--- src/pts_pkg.sv ---
// pts_pkg: shared constants, register map and carrier types for the period timer block
// assumes a 100 MHz ref_clk_i and a 32-bit Avalon-MM slave port
package pts_pkg;
  // register word offsets (byte address = offset, all multiples of four)
  localparam logic [7:0] PTS_OFS_COUNT0   = 8'h00;
  localparam logic [7:0] PTS_OFS_LIMIT0   = 8'h04;
  localparam logic [7:0] PTS_OFS_CTRL0    = 8'h08;
  localparam logic [7:0] PTS_INST_STRIDE  = 8'h10;
  localparam logic [7:0] PTS_OFS_IRQ_FLAG = 8'h30;
  localparam logic [7:0] PTS_OFS_IRQ_EN   = 8'h34;
  localparam logic [7:0] PTS_OFS_CONFIG   = 8'h38;
  // control register fields
  localparam int PTS_CTRL_PS_LSB  = 0;
  localparam int PTS_CTRL_ON_BIT  = 2;
  localparam int PTS_CTRL_POS_LSB = 3;
  localparam logic [6:0] PTS_CTRL_MASK = 7'h7F;
  // reset values
  localparam logic [7:0] PTS_COUNT_RST = 8'h00;
  localparam logic [7:0] PTS_LIMIT_RST = 8'hFF;
  localparam logic [6:0] PTS_CTRL_RST  = 7'h00;
  // prescale codes
  localparam logic [1:0] PTS_PS_DIV1  = 2'h0;
  localparam logic [1:0] PTS_PS_DIV4  = 2'h1;
  localparam logic [1:0] PTS_PS_DIV16 = 2'h2;
  localparam logic [5:0] PTS_PS_LAST4  = 6'h03;
  localparam logic [5:0] PTS_PS_LAST16 = 6'h0F;
  localparam logic [5:0] PTS_PS_LAST64 = 6'h3F;
  // instruction clock enable: ref clock divided by four
  localparam logic [1:0] PTS_ICLK_LAST = 2'h3;
  localparam logic [31:0] PTS_UNMAPPED = 32'h0000_0000;

  // software control of one timer copy
  typedef struct packed {
    logic [3:0] match_divider_select;
    logic       period_timer_on;
    logic [1:0] input_divider_select;
  } pts_ctrl_t;

  // software access strobes towards one timer copy
  typedef struct packed {
    logic       count_we;
    logic       limit_we;
    logic       ctrl_we;
    logic [7:0] wdata;
  } pts_wr_t;

  // state reported by one timer copy
  typedef struct packed {
    logic [7:0] period_count_value;
    logic [7:0] period_limit;
    logic [6:0] ctrl;
    logic       match;
    logic       flag_pulse;
  } pts_stat_t;

  // bus slave states
  typedef enum logic [1:0] {
    PTS_BUS_IDLE = 2'b00,
    PTS_BUS_ACK  = 2'b01
  } pts_bus_st_t;
endpackage

--- src/pts_scaler.sv ---
// pts_scaler: prescale divider that turns the instruction tick into counter steps
// assumes tick_i is a one-cycle pulse on ref_clk_i
`timescale 1ns/1ps
`default_nettype none
module pts_scaler (
  input  wire logic       ref_clk_i,
  input  wire logic       rst_i,
  input  wire logic       clr_i,
  input  wire logic       tick_i,
  input  wire logic [1:0] sel_i,
  output logic            step_o
);
  import pts_pkg::*;

  logic [5:0] cnt;
  logic [5:0] last;

  ////////////////////////////////////////////////////////////////////////
  // terminal count for each select code
  always_comb begin
    if (sel_i == PTS_PS_DIV1) begin
      last = '0;
    end else if (sel_i == PTS_PS_DIV4) begin
      last = PTS_PS_LAST4;
    end else if (sel_i == PTS_PS_DIV16) begin
      last = PTS_PS_LAST16;
    end else begin
      last = PTS_PS_LAST64;
    end
  end

  // divider counter, cleared by writes and reset
  always_ff @(posedge ref_clk_i) begin
    if (rst_i || clr_i) begin
      cnt <= '0;
    end else if (tick_i) begin
      cnt <= (cnt >= last) ? 6'h00 : cnt + 6'h01;
    end
  end

  assign step_o = tick_i && (cnt >= last);
endmodule
`default_nettype wire

--- src/pts_timer.sv ---
// pts_timer: one copy of the 8-bit period timer with prescaler and postscaler
// assumes tick_i pulses once per instruction clock and writes come as one-cycle strobes
`timescale 1ns/1ps
`default_nettype none
module pts_timer (
  input  wire logic                ref_clk_i,
  input  wire logic                rst_i,
  input  wire logic                tick_i,
  input  wire logic                sleep_i,
  input  wire pts_pkg::pts_wr_t    wr_i,
  output pts_pkg::pts_stat_t       stat_o
);
  import pts_pkg::*;

  logic [7:0] count;
  logic [7:0] limit;
  pts_ctrl_t  ctrl;
  logic [3:0] post_cnt;
  logic       restart;
  logic       step;
  logic       match;
  logic       flag_pulse;
  logic       scaler_clr;

  assign scaler_clr = wr_i.count_we || wr_i.ctrl_we;

  ////////////////////////////////////////////////////////////////////////
  // prescaler; stopped while off or asleep
  pts_scaler u_pre (
    .ref_clk_i (ref_clk_i),
    .rst_i     (rst_i),
    .clr_i     (scaler_clr),
    .tick_i    (tick_i && ctrl.period_timer_on && !sleep_i),
    .sel_i     (ctrl.input_divider_select),
    .step_o    (step)
  );

  // comparator: match while counter equals the limit on a counting step
  assign match = step && (count == limit);

  // control register; writing it leaves the counter alone
  always_ff @(posedge ref_clk_i) begin
    if (rst_i) begin
      ctrl <= PTS_CTRL_RST;
    end else if (wr_i.ctrl_we) begin
      ctrl <= wr_i.wdata[6:0];
    end
  end

  // period register
  always_ff @(posedge ref_clk_i) begin
    if (rst_i) begin
      limit <= PTS_LIMIT_RST;
    end else if (wr_i.limit_we) begin
      limit <= wr_i.wdata;
    end
  end

  // counter: up from zero, back to zero on the same step that gives a match
  always_ff @(posedge ref_clk_i) begin
    if (rst_i) begin
      count   <= PTS_COUNT_RST;
      restart <= 1'b0;
    end else if (wr_i.count_we) begin
      count   <= wr_i.wdata;
      restart <= 1'b0;
    end else if (step) begin
      count   <= match ? PTS_COUNT_RST : count + 8'h01;
      restart <= match;
    end
  end

  // postscaler counting matches
  always_ff @(posedge ref_clk_i) begin
    if (rst_i || scaler_clr) begin
      post_cnt <= '0;
    end else if (match) begin
      post_cnt <= (post_cnt == ctrl.match_divider_select) ? 4'h0 : post_cnt + 4'h1;
    end
  end

  assign flag_pulse = match && (post_cnt == ctrl.match_divider_select);

  assign stat_o.period_count_value = count;
  assign stat_o.period_limit       = limit;
  assign stat_o.ctrl               = ctrl;
  assign stat_o.match              = match;
  assign stat_o.flag_pulse         = flag_pulse;

  ////////////////////////////////////////////////////////////////////////
  // checks
  limit_reset_a: assert property (@(posedge ref_clk_i) rst_i |=> limit == PTS_LIMIT_RST)
    else $error("limit not all ones after reset");
  match_wrap_a: assert property (@(posedge ref_clk_i) disable iff (rst_i)
    match && !wr_i.count_we |=> count == PTS_COUNT_RST)
    else $error("counter did not restart after match");
  ctrl_keep_a: assert property (@(posedge ref_clk_i) disable iff (rst_i)
    wr_i.ctrl_we && !wr_i.count_we && !step |=> $stable(count))
    else $error("control write disturbed counter");
  sleep_hold_a: assert property (@(posedge ref_clk_i) disable iff (rst_i)
    sleep_i && !wr_i.count_we |=> $stable(count))
    else $error("counter moved during sleep");
  off_hold_a: assert property (@(posedge ref_clk_i) disable iff (rst_i)
    !ctrl.period_timer_on && !wr_i.count_we |=> $stable(count))
    else $error("counter moved while off");
  post_one_a: assert property (@(posedge ref_clk_i) disable iff (rst_i)
    match && ctrl.match_divider_select == 4'h0 |-> flag_pulse)
    else $error("1:1 postscale missed a flag");
  post_clr_a: assert property (@(posedge ref_clk_i) disable iff (rst_i)
    scaler_clr |=> post_cnt == 4'h0)
    else $error("postscaler not cleared by write");
  div1_step_a: assert property (@(posedge ref_clk_i) disable iff (rst_i)
    tick_i && ctrl.period_timer_on && !sleep_i && ctrl.input_divider_select == PTS_PS_DIV1 |-> step)
    else $error("1:1 prescale missed a step");
  match_cov_c: cover property (@(posedge ref_clk_i) disable iff (rst_i) match);
  flag_cov_c: cover property (@(posedge ref_clk_i) disable iff (rst_i) flag_pulse && ctrl.match_divider_select != 4'h0);
  restart_cov_c: cover property (@(posedge ref_clk_i) disable iff (rst_i) restart ##1 step);
endmodule
`default_nettype wire

--- src/pts_top.sv ---
// pts_top: three 8-bit period timers behind an Avalon-MM slave with interrupt logic
// assumes a synchronous active-high reset and inputs synchronous to ref_clk_i
// What this block does
// - three identical period timers, each with its own counter, limit, control, flag and enable.
// - each timer runs only from the instruction clock, the reference clock divided by four.
// - the counter counts up from zero by one per prescaled step while the timer is on.
// - prescale select 00 divides by 1, 01 by 4 and 10 by 16.
// - counter equal to limit gives a match pulse and the counter goes back to zero on that same step.
// - counter and limit are readable and writable by software at any time.
// - reset clears the counter and loads the limit with all ones.
// - prescaler and postscaler clear on a counter write, a control write and any reset.
// - writing the control register leaves the counter value alone.
// - a 4-bit postscaler counts matches and sets the sticky flag; interrupt only when enabled.
// - the postscale field gives a ratio of its value plus one, 1:1 up to 1:16.
// - control holds a zero top bit, postscale in 6..3, on bit 2, prescale in 1..0, reset zero.
// - the unscaled match pulse is offered to the PWM units as a time base.
// - the first timer can supply the shift clock for the serial port in SPI mode.
// - in sleep the timers stop and keep their counter and limit values.
`timescale 1ns/1ps
`default_nettype none
module pts_top #(
  parameter int N_TIMERS = 3
) (
  input  wire logic                   ref_clk_i,
  input  wire logic                   rst_i,
  input  wire logic                   sleep_i,
  input  wire logic [7:0]             avs_address_i,
  input  wire logic                   avs_read_i,
  input  wire logic                   avs_write_i,
  input  wire logic [31:0]            avs_writedata_i,
  input  wire logic [3:0]             avs_byteenable_i,
  output logic [31:0]                 avs_readdata_o,
  output logic                        avs_waitrequest_o,
  output logic                        irq_o,
  output logic [N_TIMERS-1:0]         pwm_time_base_o,
  output logic                        spi_shift_clk_o
);
  import pts_pkg::*;

  pts_bus_st_t              bus_st;
  logic [1:0]               iclk_cnt;
  logic                     tick;
  pts_wr_t   [N_TIMERS-1:0] wr;
  pts_stat_t [N_TIMERS-1:0] stat;
  logic [N_TIMERS-1:0]      period_match_flag;
  logic [N_TIMERS-1:0]      period_match_enable;
  logic                     spi_clk_en;
  logic                     spi_toggle;
  logic                     bus_req;
  logic                     accept;
  logic                     flag_rd;
  logic [31:0]              next_rdata;
  logic [31:0]              rdata;

  // word index match for a per-timer register
  function automatic logic hit(input logic [7:0] addr, input logic [7:0] base, input int idx);
    logic [7:0] off;
    off = base + 8'(idx) * PTS_INST_STRIDE;
    return addr == off;
  endfunction

  ////////////////////////////////////////////////////////////////////////
  // instruction clock tick: one pulse every fourth reference cycle
  always_ff @(posedge ref_clk_i) begin
    if (rst_i) begin
      iclk_cnt <= '0;
    end else begin
      iclk_cnt <= iclk_cnt + 2'h1;
    end
  end
  assign tick = (iclk_cnt == PTS_ICLK_LAST);

  ////////////////////////////////////////////////////////////////////////
  // bus slave: one wait cycle, answer on the second edge
  assign bus_req = avs_read_i || avs_write_i;
  assign accept  = bus_req && (bus_st == PTS_BUS_ACK);
  assign avs_waitrequest_o = bus_req && (bus_st != PTS_BUS_ACK);

  always_ff @(posedge ref_clk_i) begin
    if (rst_i) begin
      bus_st <= PTS_BUS_IDLE;
    end else begin
      case (bus_st)
        PTS_BUS_IDLE: begin
          if (bus_req) begin
            bus_st <= PTS_BUS_ACK;
          end
        end
        default: begin
          bus_st <= PTS_BUS_IDLE;
        end
      endcase
    end
  end

  // write strobes per timer, only on the accepting edge and low byte lane
  always_comb begin
    for (int i = 0; i < N_TIMERS; i++) begin
      wr[i].wdata    = avs_writedata_i[7:0];
      wr[i].count_we = accept && avs_write_i && avs_byteenable_i[0] && hit(avs_address_i, PTS_OFS_COUNT0, i);
      wr[i].limit_we = accept && avs_write_i && avs_byteenable_i[0] && hit(avs_address_i, PTS_OFS_LIMIT0, i);
      wr[i].ctrl_we  = accept && avs_write_i && avs_byteenable_i[0] && hit(avs_address_i, PTS_OFS_CTRL0, i);
    end
  end

  ////////////////////////////////////////////////////////////////////////
  // timer copies
  genvar g;
  generate
    for (g = 0; g < N_TIMERS; g++) begin : g_tmr
      pts_timer u_tmr (
        .ref_clk_i (ref_clk_i),
        .rst_i     (rst_i),
        .tick_i    (tick),
        .sleep_i   (sleep_i),
        .wr_i      (wr[g]),
        .stat_o    (stat[g])
      );
      assign pwm_time_base_o[g] = stat[g].match;
    end
  endgenerate

  ////////////////////////////////////////////////////////////////////////
  // read mux
  always_comb begin
    next_rdata = PTS_UNMAPPED;
    if (avs_address_i == PTS_OFS_IRQ_FLAG) begin
      next_rdata = 32'(period_match_flag);
    end else if (avs_address_i == PTS_OFS_IRQ_EN) begin
      next_rdata = 32'(period_match_enable);
    end else if (avs_address_i == PTS_OFS_CONFIG) begin
      next_rdata = 32'(spi_clk_en);
    end else begin
      for (int i = 0; i < N_TIMERS; i++) begin
        if (hit(avs_address_i, PTS_OFS_COUNT0, i)) begin
          next_rdata = 32'(stat[i].period_count_value);
        end else if (hit(avs_address_i, PTS_OFS_LIMIT0, i)) begin
          next_rdata = 32'(stat[i].period_limit);
        end else if (hit(avs_address_i, PTS_OFS_CTRL0, i)) begin
          next_rdata = 32'(stat[i].ctrl);
        end
      end
    end
  end

  // read data captured in the wait cycle, stands at the accepting edge
  always_ff @(posedge ref_clk_i) begin
    if (rst_i) begin
      rdata <= '0;
    end else if (bus_req && bus_st == PTS_BUS_IDLE) begin
      rdata <= next_rdata;
    end
  end
  assign avs_readdata_o = rdata;

  ////////////////////////////////////////////////////////////////////////
  // sticky flags: set by postscaler, set wins; a read clears only the bits it returned,
  // so an event landing in the wait cycle after the snapshot is not lost
  assign flag_rd = accept && avs_read_i && (avs_address_i == PTS_OFS_IRQ_FLAG);
  always_ff @(posedge ref_clk_i) begin
    if (rst_i) begin
      period_match_flag <= '0;
    end else begin
      for (int i = 0; i < N_TIMERS; i++) begin
        if (stat[i].flag_pulse) begin
          period_match_flag[i] <= 1'b1;
        end else if (flag_rd && rdata[i]) begin
          period_match_flag[i] <= 1'b0;
        end
      end
    end
  end

  // enable mask and serial clock option
  always_ff @(posedge ref_clk_i) begin
    if (rst_i) begin
      period_match_enable <= '0;
      spi_clk_en          <= 1'b0;
    end else if (accept && avs_write_i && avs_byteenable_i[0]) begin
      if (avs_address_i == PTS_OFS_IRQ_EN) begin
        period_match_enable <= avs_writedata_i[N_TIMERS-1:0];
      end else if (avs_address_i == PTS_OFS_CONFIG) begin
        spi_clk_en <= avs_writedata_i[0];
      end
    end
  end

  assign irq_o = |(period_match_flag & period_match_enable);

  // shift clock from the first timer: toggles on each match
  always_ff @(posedge ref_clk_i) begin
    if (rst_i || !spi_clk_en) begin
      spi_toggle <= 1'b0;
    end else if (stat[0].match) begin
      spi_toggle <= ~spi_toggle;
    end
  end
  assign spi_shift_clk_o = spi_toggle;

  ////////////////////////////////////////////////////////////////////////
  // checks
  wait_one_a: assert property (@(posedge ref_clk_i) disable iff (rst_i)
    bus_req && bus_st == PTS_BUS_IDLE |=> !avs_waitrequest_o || !bus_req)
    else $error("waitrequest held longer than one cycle");
  irq_mask_a: assert property (@(posedge ref_clk_i) disable iff (rst_i)
    (period_match_enable == '0) |-> !irq_o)
    else $error("interrupt raised while all masked");
  flag_set_a: assert property (@(posedge ref_clk_i) disable iff (rst_i)
    stat[0].flag_pulse |=> period_match_flag[0])
    else $error("flag not set by postscaler");
  spi_tog_a: assert property (@(posedge ref_clk_i) disable iff (rst_i)
    spi_clk_en && stat[0].match |=> spi_shift_clk_o != $past(spi_shift_clk_o))
    else $error("shift clock did not toggle");
  tick_rate_a: assert property (@(posedge ref_clk_i) disable iff (rst_i)
    tick |=> !tick ##1 !tick ##1 !tick ##1 tick)
    else $error("instruction tick not every fourth cycle");
  irq_cov_c: cover property (@(posedge ref_clk_i) disable iff (rst_i) $rose(irq_o));
  rd_clr_cov_c: cover property (@(posedge ref_clk_i) disable iff (rst_i) flag_rd && period_match_flag != '0);
endmodule
`default_nettype wire

--- config.mk ---
export PLATFORM = sky130hd
export DESIGN_NAME = pts_top
export DESIGN_NICKNAME = d
export VERILOG_FILES = /design/src/pts_pkg.sv /design/src/pts_scaler.sv /design/src/pts_timer.sv /design/src/pts_top.sv
export SDC_FILE = /design/constraint.sdc
export NUM_CORES = 1
export LEC_CHECK = 0
export BUFFER_PORTS_ARGS = -buffer_cell sky130_fd_sc_hd__buf_4
export CAP_MARGIN = 20
export CELL_PAD_IN_SITES_DETAIL_PLACEMENT = 1
export CELL_PAD_IN_SITES_GLOBAL_PLACEMENT = 1
export CORE_AREA = 4 4 140 142
export DETAILED_ROUTE_END_ITERATION = 10
export DIE_AREA = 0 0 144 146
export PLACE_DENSITY_LB_ADDON = 0.2
export SLEW_MARGIN = 20
export SYNTH_ARGS = -nofsm -noshare
export SYNTH_HDL_FRONTEND = slang
export SYNTH_SLANG_ARGS = --single-unit
--- constraint.sdc ---
create_clock -name ref_clk_i -period 2.4 [get_ports ref_clk_i]
set_input_delay 0.6 -clock ref_clk_i [delete_from_list [all_inputs] [get_ports ref_clk_i]]
set_output_delay 0.6 -clock ref_clk_i [all_outputs]
set_load 0.05 [all_outputs]
* Word-level counts from Yosys, hierarchy flattened
Cells that the tools add are included.
** Storage, ports and cells
- Flip-flop bits (word level) :: 142
- Bits in latches :: 0
- RAM bits :: 0
- Memory bits (read-only) :: 0
- Input bits :: 49
- Output and inout port bits :: 38
- Word-level logic and storage cells :: 173
- Memories :: 0
** Cells by class
- $add $sub $neg :: 10
- Multiply operators :: 0
- Div/mod/pow operators :: 0
- Order comparisons :: 3
- Equality and inequality tests :: 24
- Shift operators :: 0
- Multiplexer cells :: 42
- Bitwise gates (word level) :: 5
- Reduce and logical (&&, ||, !) cells :: 59
** Operators by type and width (number)
- $mux W32 :: 9
- $mux W8 :: 11
- $mux W6 :: 12
- $eq A8 B6 Y1 const B :: 6
- $logic_and A1 B1 Y1 :: 34
- $add A8 B1 Y8 const B :: 3
- $eq A8 B5 Y1 const B :: 3
- $eq A8 B8 Y1 :: 3
- $add A6 B1 Y6 const B :: 3
- $ge A6 B6 Y1 :: 3
- $add A4 B1 Y4 const B :: 3
- $eq A4 B4 Y1 :: 3
- $mux W4 :: 3
- $reduce_bool A2 Y1 :: 6
- $eq A2 B2 Y1 const B :: 4
- $eq A8 B3 Y1 const B :: 1
- $eq A8 B4 Y1 const B :: 1
- $logic_not A2 Y1 :: 4
- $logic_not A8 Y1 :: 1
- $logic_or A1 B1 Y1 :: 8
- $mux W7 :: 1
- $eq A2 B1 Y1 const B :: 3
- $mux W1 :: 6
- $not A1 Y1 :: 4
- other kinds (7) :: 8

* Depth between registers and ports, before layout
Gate-level depths: netlist of the first run.
- Depth in word-level cells :: 13
- Depth in mapped cells :: 9
- Depth with buffers taken out :: 9

* By module
From an unflattened synthesis of the first run, not the netlist that was laid out.
** Second synthesis, totals
- Cell total of the unflattened synthesis :: 871
- Area total of the unflattened synthesis :: 7453.4 um^2
** Modules (own cells, without submodules)
- pts_timer (g_tmr[1].u_tmr ...) :: times used 2, cells an instance 149, area an instance 1361.3 um^2, sequential area each 540.5 um^2
- pts_top :: times used 1, cells an instance 286, area an instance 2021.9 um^2, sequential area each 380.4 um^2
- pts_timer (g_tmr[0].u_tmr) :: times used 1, cells an instance 149, area an instance 1391.3 um^2, sequential area each 540.5 um^2
- pts_scaler :: times used 3, cells an instance 46, area an instance 439.2 um^2, sequential area each 120.1 um^2

* Least setup slack after synthesis of the first run
Ideal clock, no wire load.
- Path type :: flip-flop to output port
- From :: reg g_tmr[1].u_tmr.ctrl, in the netlist g_tmr[1].u_tmr.stat_o[2]
- To :: out pwm_time_base_o[1]
- Arrival time :: 1982 ps
- Data required time :: 1800 ps
- Slack :: -182 ps
- Stages on the path, launching flop included :: 9
- Path buffers :: 1
- Cells stage by stage :: dfxtp_1 -> or2_2 -> ha_1 -> nand2b_1 -> a2111oi_2 -> o21bai_1 -> a21oi_1 -> nor4_1 -> buf_4
** Between the ends
- Word-level cells in the longest chain between the ends :: 7
- Elaborated cells between the ends (all ways) :: 9
- Those cells by class :: order compare: 1; eq/ne: 2; mux: 3; reduce/logical: 3
** RTL lines
- start: declaration :: RTL line pts_timer.sv:17 : pts_ctrl_t ctrl;
- start signal: assignment :: RTL line pts_timer.sv:46 : ctrl <= wr_i.wdata[6:0];
- $eq A2 B2 Y1 :: RTL line pts_scaler.sv:25 : end else if (sel_i == PTS_PS_DIV16) begin
- $mux W6 :: RTL line pts_scaler.sv:25
- $mux W6 :: RTL line pts_scaler.sv:23 : end else if (sel_i == PTS_PS_DIV4) begin
- $mux W6 * :: RTL line pts_scaler.sv:21 : if (sel_i == PTS_PS_DIV1) begin
- $ge A6 B6 Y1 * :: RTL line pts_scaler.sv:41 : assign step_o = tick_i && (cnt >= last);
- $logic_and A1 B1 Y1 * :: RTL line pts_scaler.sv:41
- $logic_and A1 B1 Y1 * :: RTL line pts_timer.sv:39 : assign match = step && (count == limit);
- end: declaration :: RTL line pts_top.sv:35 : output logic [N_TIMERS-1:0] pwm_time_base_o,
Mark *: on every way between the ends. The rest lies on a longest branch, timed or not.

* Worst setup path after layout of the first run
- From :: reg g_tmr[1].u_tmr.ctrl, in the netlist g_tmr[1].u_tmr.stat_o[3]
- To :: out pwm_time_base_o[1]
Same word-level chain as after synthesis.

==> impl_results.html, run 1 <==
<table>
<tr><th>Metric</th><th>Value</th></tr>
<tr><th colspan="2">Layout</th></tr>
<tr><td>Nets</td><td>1081</td></tr>
<tr><td>Area added between synthesis and finish</td><td>26.4%</td></tr>
<tr><td>Antenna Cells</td><td>0</td></tr>
<tr><td>Util after Layout</td><td>0.496</td></tr>
<tr><td>Post-route insts no fill</td><td>1249</td></tr>
<tr><td>Fin area</td><td>9150 um2</td></tr>
<tr><td>Highest-count cells in the layout ignoring fill and taps</td><td>sky130_fd_sc_hd__buf_4 (120), sky130_fd_sc_hd__dfxtp_1 (113), sky130_fd_sc_hd__nor2_1 (103), sky130_fd_sc_hd__nand2_1 (99), sky130_fd_sc_hd__a21oi_1 (44)</td></tr>
<tr><td>Count of filler cells inserted in the layout</td><td>2214</td></tr>
<tr><td>Most common library cell in the layout ignoring fill and taps</td><td>sky130_fd_sc_hd__buf_4</td></tr>
<tr><td>Layout cells sized above 1</td><td>0.233</td></tr>
<tr><th colspan="2">Detailed routing</th></tr>
<tr><td>Wire length reported by the detailed router</td><td>26200 um</td></tr>
<tr><td>Topmost layer with routed signal wires</td><td>met4</td></tr>
<tr><td>Met3 wire len</td><td>872 um</td></tr>
<tr><td>Residual DRC</td><td>0</td></tr>
<tr><td>Routed length per instance</td><td>21.0 um</td></tr>
<tr><td>Wire length on met1</td><td>12200 um</td></tr>
<tr><td>Drt pass-1 iters</td><td>5</td></tr>
<tr><td>Via count of the routed design</td><td>7083</td></tr>
<tr><td>Count of routing violations after the opening detailed-route iteration</td><td>395</td></tr>
<tr><td>Total length of routed met2 wires</td><td>12500 um</td></tr>
<tr><td>Via-to-Cell Ratio</td><td>5.67</td></tr>
<tr><td>Post-DRT Antenna Nets</td><td>0</td></tr>
<tr><th colspan="2">Setup path</th></tr>
<tr><td>Family of cells with the greatest summed delay on the critical path</td><td>compound AO/OA/AOI/OAI gates</td></tr>
<tr><td>Critical path cell sequence</td><td>or2_4 -&gt; ha_4 -&gt; nand2b_4 -&gt; a2111oi_4 -&gt; o21bai_1 -&gt; a21oi_2 -&gt; nor4_2 -&gt; buf_4</td></tr>
<tr><td>Stage delay of the slowest cell on the critical path</td><td>0.32 ns</td></tr>
<tr><td>Startpoint of the worst register-to-register path</td><td>g_tmr[1].u_tmr.stat_o[3]</td></tr>
<tr><td>Class of the most critical setup path</td><td>reg -&gt; out</td></tr>
<tr><td>Largest driver fanout on the critical path</td><td>2</td></tr>
<tr><td>Worst path arrival time</td><td>2.24 ns</td></tr>
<tr><td>Worst endpoint required time</td><td>1.80 ns</td></tr>
<tr><td>Endpoint type of the worst setup path</td><td>primary output</td></tr>
<tr><td>Critical path buffer and inverter count</td><td>1</td></tr>
<tr><td>Worst setup SP type</td><td>flop</td></tr>
<tr><td>Max stage delay cell, worst path</td><td>sky130_fd_sc_hd__dfxtp_2</td></tr>
<tr><td>Launch point of the worst path</td><td>g_tmr[1].u_tmr.stat_o[3]</td></tr>
<tr><th colspan="2">Timing</th></tr>
<tr><td>Worst Max-Slew Pin Slew</td><td>0.670 ns</td></tr>
<tr><td>Crit share post-route</td><td>1.18</td></tr>
<tr><td>Relative slew slack</td><td>0.548</td></tr>
<tr><td>Number of failing setup endpoints in the final timing report</td><td>10</td></tr>
<tr><td>Setup repair after global routing missed its margin</td><td>true</td></tr>
<tr><td>Shortest clock period the worst path allows after layout</td><td>2.84 ns</td></tr>
<tr><td>Final critical-path setup slack</td><td>-0.440 ns</td></tr>
<tr><td>Count of final hold-check violations</td><td>0</td></tr>
<tr><td>Final Max Slew Viols</td><td>0</td></tr>
<tr><td>Worst Hold Slack</td><td>0.430 ns</td></tr>
<tr><td>Highest attainable clock frequency</td><td>352 MHz</td></tr>
<tr><td>Worst setup skew after layout</td><td>0.00912 ns</td></tr>
<tr><th colspan="2">CTS</th></tr>
<tr><td>Total CTS buffers</td><td>17</td></tr>
<tr><td>Clk Latency, worst-skew pair</td><td>0.42 ns</td></tr>
<tr><td>Clock sink count</td><td>118</td></tr>
<tr><td>CTS tree</td><td>built</td></tr>
<tr><td>Level count of the clock H-tree</td><td>4</td></tr>
<tr><td>Reg clk slew, reported paths</td><td>0.05 ns</td></tr>
<tr><td>Post-CTS Hold Buffers</td><td>0</td></tr>
<tr><td>Clock root buffer</td><td>sky130_fd_sc_hd__clkbuf_16</td></tr>
<tr><td>Bufs on Longest Clock Path</td><td>2</td></tr>
<tr><th colspan="2">Status</th></tr>
<tr><td>Violated checks</td><td>setup timing</td></tr>
<tr><td>Status</td><td>complete, but fails checks</td></tr>
<tr><th colspan="2">Floorplan</th></tr>
<tr><td>Number of I/O pins</td><td>87</td></tr>
<tr><td>Starting Density</td><td>0.392</td></tr>
<tr><td>CORE AREA</td><td>18500 um2</td></tr>
<tr><td>Die Y-Extent</td><td>146 um</td></tr>
<tr><td>Die width</td><td>144 um</td></tr>
<tr><td>Placement row count</td><td>50</td></tr>
<tr><td>Die Outline Area</td><td>21000 um2</td></tr>
<tr><th colspan="2">GRT</th></tr>
<tr><td>GR Overflow Total</td><td>0</td></tr>
<tr><td>Number of global-route vias before repair</td><td>7221</td></tr>
<tr><td>Antenna violations before repair</td><td>0</td></tr>
<tr><td>Largest net degree at the start of global routing</td><td>48</td></tr>
<tr><td>Overall routing resource usage</td><td>0.250</td></tr>
<tr><td>First-pass GRT wire length</td><td>41400 um</td></tr>
<tr><th colspan="2">Min path</th></tr>
<tr><td>Worst min-delay path class</td><td>in -&gt; reg</td></tr>
<tr><td>Worst Hold Launch</td><td>rst_i</td></tr>
<tr><th colspan="2">Placed design</th></tr>
<tr><td>PortBufs</td><td>35</td></tr>
<tr><td>DP Cell Count</td><td>1200</td></tr>
<tr><td>Final RePlAce weighted congestion</td><td>0.850</td></tr>
<tr><td>Total half-perimeter wirelength after legalization and detailed placement</td><td>18000 um</td></tr>
<tr><td>Total cell area at the placement stage</td><td>8130 um2</td></tr>
<tr><th colspan="2">Power and ir drop</th></tr>
<tr><td>PD cells</td><td>508 nW/um2</td></tr>
<tr><td>P_leak</td><td>3.58 nW</td></tr>
<tr><td>IR Drop Worst-Case VDD</td><td>0.476 mV</td></tr>
<tr><td>Total power consumption of the routed design</td><td>4.65 mW</td></tr>
<tr><th colspan="2">Job</th></tr>
<tr><td>MaxCap Viol Count</td><td>0</td></tr>
<tr><th colspan="2">Yosys</th></tr>
<tr><td>Post-Synthesis Cell Area</td><td>7240 um2</td></tr>
<tr><td>Seq/Total Area, Yosys</td><td>0.326</td></tr>
<tr><td>Post-synthesis cell type count</td><td>73</td></tr>
<tr><td>Most instantiated flip-flop cell in the synthesis netlist</td><td>sky130_fd_sc_hd__dfxtp_1</td></tr>
<tr><td>EDFF count, synth</td><td>0</td></tr>
<tr><td>Count of yosys warnings during synthesis</td><td>0</td></tr>
<tr><td>Total of flip-flops plus latches after synthesis</td><td>118</td></tr>
<tr><td>Mean post-synth cell area</td><td>8.02 um2</td></tr>
<tr><td>Post-synthesis cell count</td><td>902</td></tr>
<tr><td>FFs w/ async S/R, synth</td><td>0</td></tr>
</table>
final timing paths:
| kind | end | slack (ns) | depth (start not counted) |
|---|---|---|---|
| min | period_match_flag[2] | 0.43 | 2 |
| max reg2reg | g_tmr[1].u_tmr.u_pre.cnt[1] | -0.21 | 17 |
| max | pwm_time_base_o[1] | -0.44 | 8 |
| min reg2reg | iclk_cnt[0] | 0.43 | 1 |
Yosys cell counts (all sizes together) (10+ instances only):
cell,instances,area share
and3,14,0.012
a311oi,11,0.018
nand4,16,0.014
dfxtp,118,0.33
mux2i,24,0.033
clkbuf,29,0.015
xor2,14,0.017
inv,20,0.010
nor2,108,0.058
nor2b,13,0.012
nor3,27,0.023
xnor2,40,0.048
a31oi,11,0.010
ha,28,0.048
and2,10,0.0086
nand3,28,0.020
nand2,105,0.055
a21oi,47,0.032
o21ai,39,0.027
nand3b,26,0.027
buf,47,0.043
or3,11,0.0095
worst reg2reg max path, cell delays in order, from the launching register on:
cell and delay (ns):
sky130_fd_sc_hd__dfxtp_2 0.32, sky130_fd_sc_hd__or2_4 0.27, sky130_fd_sc_hd__ha_4 0.24, sky130_fd_sc_hd__nand2b_4 0.14
sky130_fd_sc_hd__a2111oi_4 0.30, sky130_fd_sc_hd__o21bai_1 0.12, sky130_fd_sc_hd__a21oi_2 0.19, sky130_fd_sc_hd__buf_4 0.14
sky130_fd_sc_hd__buf_6 0.08, sky130_fd_sc_hd__buf_6 0.08, sky130_fd_sc_hd__buf_6 0.08, sky130_fd_sc_hd__buf_6 0.08
sky130_fd_sc_hd__buf_6 0.08, sky130_fd_sc_hd__buf_6 0.09, sky130_fd_sc_hd__buf_6 0.09, sky130_fd_sc_hd__buf_6 0.08
sky130_fd_sc_hd__nand3_2 0.06, sky130_fd_sc_hd__a21oi_2 0.13
layer usage:
metal | up-vias | track usage
li1 | 3359 | -
met1 | 3540 | 0.344
met2 | 143 | 0.401
met3 | 41 | 0.0404
met4 | 0 | 0.0763
met5 | - | 0
power breakdown:
part           total [mW]  internal [mW]  switching (mW)
combinational       0.402          0.109           0.293
clock                2.28           1.38           0.893
sequential           1.97           1.97         0.00507
total                4.65           3.46            1.19
per-stage QoR:
step / TNS (ns) / setup slack, ns
after floorplan: -0.0633 / -0.0369
after global placement: -0.103 / -0.0761
after detailed placement: -0.263 / -0.0955
after CTS: -1.72 / -0.475
after global routing: -2.75 / -0.515
final: -1.47 / -0.440
what timing repair did:
item                                    CTS  global route
endpoints found under the setup margin    3            28
pin swaps                                16            21
buffers inserted                         22             2
gates resized for setup                  23            44
sequential cells by signal, summed over array words and instances (netlist names):
signal,flops
iclk_cnt,2
period_match_flag,3
spi_clk_en,1
g_tmr.u_tmr.limit,24
avs_readdata_o,8
bus_st,1
g_tmr.u_tmr.u_pre.cnt,18
spi_shift_clk_o,1
g_tmr.u_tmr.post_cnt,12
g_tmr.u_tmr.stat_o,21
g_tmr.u_tmr.count,24
period_match_enable,3
cell type report:
cell class,count,area [um2],share of cell area
inverter,20,77.6,0.00848
tap,234,293,0.0320
clock inverter,4,22.5,0.00246
multi-input combinational,711,4790,0.524
sequential,118,2370,0.259
timing repair buffer,136,1100,0.120
clock buffer,26,489,0.0535
logic make-up after synthesis:
| logic type | synth area share |
|---|---|
| fa+ha+maj | 0.0484 |
| flops | 0.326 |
| compound gates | 0.178 |
| mux | 0.0363 |
| simple gates | 0.276 |
| xor+xnor | 0.0653 |
| buf+inv | 0.0686 |
| other cells | 0.000518 |
Power figures use the tool's default switching activity.
==> run 2: changes to the inputs <==
--- a/config.mk
+++ b/config.mk
@@ -12,6 +12,7 @@
 export CORE_AREA = 4 4 140 142
 export DETAILED_ROUTE_END_ITERATION = 10
 export DIE_AREA = 0 0 144 146
+export GPL_TIMING_DRIVEN = 0
 export PLACE_DENSITY_LB_ADDON = 0.2
 export SLEW_MARGIN = 20
 export SYNTH_ARGS = -nofsm -noshare
==> impl_results.html, run 2 (synthesis gave the netlist of run 1 again) <==
<table>
<tr><th>Metric</th><th>Value</th></tr>
<tr><th colspan="2">Placed design</th></tr>
<tr><td>DP Cell Count</td><td>1186 (-1.2%)</td></tr>
<tr><td>Total cell area at the placement stage</td><td>7850 um2 (-3.5%)</td></tr>
<tr><td>Worst setup slack before clock tree synthesis</td><td>-0.371 ns (-0.275 ns)</td></tr>
<tr><td>PortBufs</td><td>27 (-23%)</td></tr>
<tr><td>Final RePlAce weighted congestion</td><td>0.931 (+9.5%)</td></tr>
<tr><td>Total half-perimeter wirelength after legalization and detailed placement</td><td>18700 um (+3.6%)</td></tr>
<tr><th colspan="2">Setup path</th></tr>
<tr><td>Endpoint type of the worst setup path</td><td>primary output</td></tr>
<tr><td>Stage delay of the slowest cell on the critical path</td><td>0.35 ns (+0.03 ns)</td></tr>
<tr><td>Class of the most critical setup path</td><td>reg -&gt; out</td></tr>
<tr><td>Worst setup SP type</td><td>flop</td></tr>
<tr><td>Worst path arrival time</td><td>2.26 ns (+0.02 ns)</td></tr>
<tr><td>Largest driver fanout on the critical path</td><td>3 (+1)</td></tr>
<tr><td>Critical path cell sequence</td><td>or2_4 -&gt; ha_4 -&gt; nand2b_4 -&gt; a211oi_4 -&gt; o31a_1 -&gt; nor3_4 -&gt; buf_6 -&gt; buf_8</td></tr>
<tr><td>Family of cells with the greatest summed delay on the critical path</td><td>simple AND/OR/NAND/NOR gates</td></tr>
<tr><td>Worst endpoint required time</td><td>1.80 ns (about the same)</td></tr>
<tr><td>Max stage delay cell, worst path</td><td>sky130_fd_sc_hd__dfxtp_4</td></tr>
<tr><td>Critical path buffer and inverter count</td><td>2 (+1)</td></tr>
<tr><th colspan="2">Layout</th></tr>
<tr><td>Antenna Cells</td><td>0 (unchanged)</td></tr>
<tr><td>Util after Layout</td><td>0.490 (-0.00536)</td></tr>
<tr><td>Count of filler cells inserted in the layout</td><td>2221 (+0.32%)</td></tr>
<tr><td>Post-route insts no fill</td><td>1238 (-0.88%)</td></tr>
<tr><td>Fin area</td><td>9050 um2 (-1.1%)</td></tr>
<tr><td>Area added between synthesis and finish</td><td>25.0%</td></tr>
<tr><td>Layout cells sized above 1</td><td>0.204 (-0.0293)</td></tr>
<tr><td>Most common library cell in the layout ignoring fill and taps</td><td>sky130_fd_sc_hd__dfxtp_1</td></tr>
<tr><td>Nets</td><td>1068 (-1.2%)</td></tr>
<tr><td>Highest-count cells in the layout ignoring fill and taps</td><td>sky130_fd_sc_hd__dfxtp_1 (111), sky130_fd_sc_hd__nor2_1 (104), sky130_fd_sc_hd__nand2_1 (99), sky130_fd_sc_hd__buf_4 (65), sky130_fd_sc_hd__a21oi_1 (44)</td></tr>
<tr><th colspan="2">GRT</th></tr>
<tr><td>Global routing's busiest layer</td><td>met2</td></tr>
<tr><td>Grt met2 use</td><td>0.386 (-0.0154)</td></tr>
<tr><td>GR met1 Demand/Resource</td><td>0.352 (+0.00795)</td></tr>
<tr><td>GR Overflow Total</td><td>0 (unchanged)</td></tr>
<tr><td>First-pass GRT wire length</td><td>41100 um (-0.73%)</td></tr>
<tr><td>Antenna violations before repair</td><td>0 (unchanged)</td></tr>
<tr><td>Number of global-route vias before repair</td><td>7146 (-1.0%)</td></tr>
<tr><td>Largest net degree at the start of global routing</td><td>17 (-65%)</td></tr>
<tr><td>Global routing met3 resource utilization</td><td>0.0490 (+0.00854)</td></tr>
<tr><td>Overall routing resource usage</td><td>0.251 (+0.000742)</td></tr>
<tr><th colspan="2">Detailed routing</th></tr>
<tr><td>Post-DRT Antenna Nets</td><td>0 (unchanged)</td></tr>
<tr><td>Via-to-Cell Ratio</td><td>5.71 (+0.76%)</td></tr>
<tr><td>Drt pass-1 iters</td><td>4 (-1)</td></tr>
<tr><td>Via count of the routed design</td><td>7074 (-0.13%)</td></tr>
<tr><td>Routed length per instance</td><td>21.2 um (+0.90%)</td></tr>
<tr><td>Count of routing violations after the opening detailed-route iteration</td><td>423 (+7.1%)</td></tr>
<tr><td>Residual DRC</td><td>0 (unchanged)</td></tr>
<tr><td>Wire length reported by the detailed router</td><td>26200 um (about the same)</td></tr>
<tr><th colspan="2">Timing</th></tr>
<tr><td>Relative slew slack</td><td>0.366 (-0.182)</td></tr>
<tr><td>Highest attainable clock frequency</td><td>350 MHz (-0.72%)</td></tr>
<tr><td>Final Max Slew Viols</td><td>0 (unchanged)</td></tr>
<tr><td>Shortest clock period the worst path allows after layout</td><td>2.86 ns (+0.0206 ns)</td></tr>
<tr><td>Number of failing setup endpoints in the final timing report</td><td>3 (-7)</td></tr>
<tr><td>Worst Max-Slew Pin Slew</td><td>0.942 ns (+0.273 ns)</td></tr>
<tr><td>Worst setup skew after layout</td><td>0.00915 ns (+0.0000304 ns)</td></tr>
<tr><td>Count of final hold-check violations</td><td>0 (unchanged)</td></tr>
<tr><td>Crit share post-route</td><td>1.19 (+0.00859)</td></tr>
<tr><td>Final critical-path setup slack</td><td>-0.461 ns (-0.0206 ns)</td></tr>
<tr><td>Setup repair after global routing missed its margin</td><td>true</td></tr>
<tr><th colspan="2">Floorplan</th></tr>
<tr><td>Number of I/O pins</td><td>87 (unchanged)</td></tr>
<tr><td>Placement row count</td><td>50 (unchanged)</td></tr>
<tr><td>Die Outline Area</td><td>21000 um2 (unchanged)</td></tr>
<tr><td>Starting Density</td><td>0.392 (unchanged)</td></tr>
<tr><td>Die Y-Extent</td><td>146 um (unchanged)</td></tr>
<tr><td>Die width</td><td>144 um (unchanged)</td></tr>
<tr><td>CORE AREA</td><td>18500 um2 (unchanged)</td></tr>
<tr><th colspan="2">CTS</th></tr>
<tr><td>Total CTS buffers</td><td>17 (unchanged)</td></tr>
<tr><td>Clock sink count</td><td>118 (unchanged)</td></tr>
<tr><td>Clk Latency, worst-skew pair</td><td>0.43 ns (about the same)</td></tr>
<tr><td>Reg clk slew, reported paths</td><td>0.06 ns (about the same)</td></tr>
<tr><td>Level count of the clock H-tree</td><td>4 (unchanged)</td></tr>
<tr><td>Bufs on Longest Clock Path</td><td>2 (unchanged)</td></tr>
<tr><td>Clock root buffer</td><td>sky130_fd_sc_hd__clkbuf_16</td></tr>
<tr><td>CTS tree</td><td>built</td></tr>
<tr><th colspan="2">Job</th></tr>
<tr><td>MaxCap Viol Count</td><td>0 (unchanged)</td></tr>
<tr><th colspan="2">Power and ir drop</th></tr>
<tr><td>P_leak</td><td>3.46 nW (-3.5%)</td></tr>
<tr><td>IR Drop Worst-Case VDD</td><td>0.496 mV (+4.3%)</td></tr>
<tr><td>PD cells</td><td>584 nW/um2 (+15%)</td></tr>
<tr><td>Total power consumption of the routed design</td><td>5.28 mW (+14%)</td></tr>
<tr><th colspan="2">Status</th></tr>
<tr><td>Violated checks</td><td>setup timing</td></tr>
<tr><td>Status</td><td>complete, but fails checks</td></tr>
<tr><th colspan="2">Min path</th></tr>
<tr><td>Worst min-delay path class</td><td>reg -&gt; reg</td></tr>
</table>
-- run 2: layout make-up --
class                      count  area, um2  area share
multi-input combinational    711       4810       0.531
clock buffer                  26        529      0.0585
timing repair buffer          49        403      0.0445
buffer                        74        419      0.0463
tap                          234        293      0.0324
sequential                   118       2380       0.263
inverter                      20       80.1     0.00885
clock inverter                 6        135      0.0149
-- run 2: final timing paths --
path	startpoint	endpoint	slack (ns)	depth (start not counted)
max	g_tmr[0].u_tmr.stat_o[2]	pwm_time_base_o[0]	-0.46	8
min	iclk_cnt[0]	iclk_cnt[0]	0.43	1
max reg2reg	g_tmr[0].u_tmr.stat_o[2]	g_tmr[0].u_tmr.count[2]	0.02	11
min reg2reg	iclk_cnt[0]	iclk_cnt[0]	0.43	1
-- run 2: power by group --
group	total, mW	leakage (nW)	switching, mW	internal (mW)
combinational	0.417	2.18	0.306	0.111
sequential	1.97	0.957	0.00466	1.96
clock	2.90	0.319	0.966	1.93
-- run 2: layer usage --
metal,share of wire,up-vias,routed length [um]
met4,0.023,0,592
met3,0.050,42,1320
met1,0.46,3505,12100
li1,-,3337,-
met2,0.47,190,12200
met5,0,-,0
-- run 2: metrics by stage --
| stage | setup TNS, ns | hold slack (ns) |
|---|---|---|
| after CTS | -1.24 | 0.430 |
| after global routing | -1.81 | 0.439 |
| after global placement | -5.26 | 0.418 |
| after floorplan | -0.0633 | 0.399 |
| final | -1.10 | 0.430 |
| after detailed placement | -6.46 | 0.416 |
-- run 2: worst register-to-register path, cell delays in order, from the launching register on --
cell                       delay [ns]
sky130_fd_sc_hd__dfxtp_4         0.35
sky130_fd_sc_hd__or2_4           0.26
sky130_fd_sc_hd__ha_4            0.26
sky130_fd_sc_hd__nand2b_4        0.12
sky130_fd_sc_hd__a211oi_4        0.06
sky130_fd_sc_hd__o31a_1          0.29
sky130_fd_sc_hd__buf_4           0.16
sky130_fd_sc_hd__buf_6           0.12
sky130_fd_sc_hd__nor3_4          0.27
sky130_fd_sc_hd__buf_6           0.17
sky130_fd_sc_hd__a221oi_2        0.06
sky130_fd_sc_hd__nor3_1          0.19
-- run 2: what timing repair did --
| item | 4_1_cts | 5_1_grt |
|---|---|---|
| cloned | 0 | 1 |
| gates resized for setup | 45 | 33 |
| pin swaps | 20 | 19 |
| setup buffers | 16 | 6 |
| hold buffers | 0 | 0 |
| endpoints found under the setup margin | 18 | 32 |
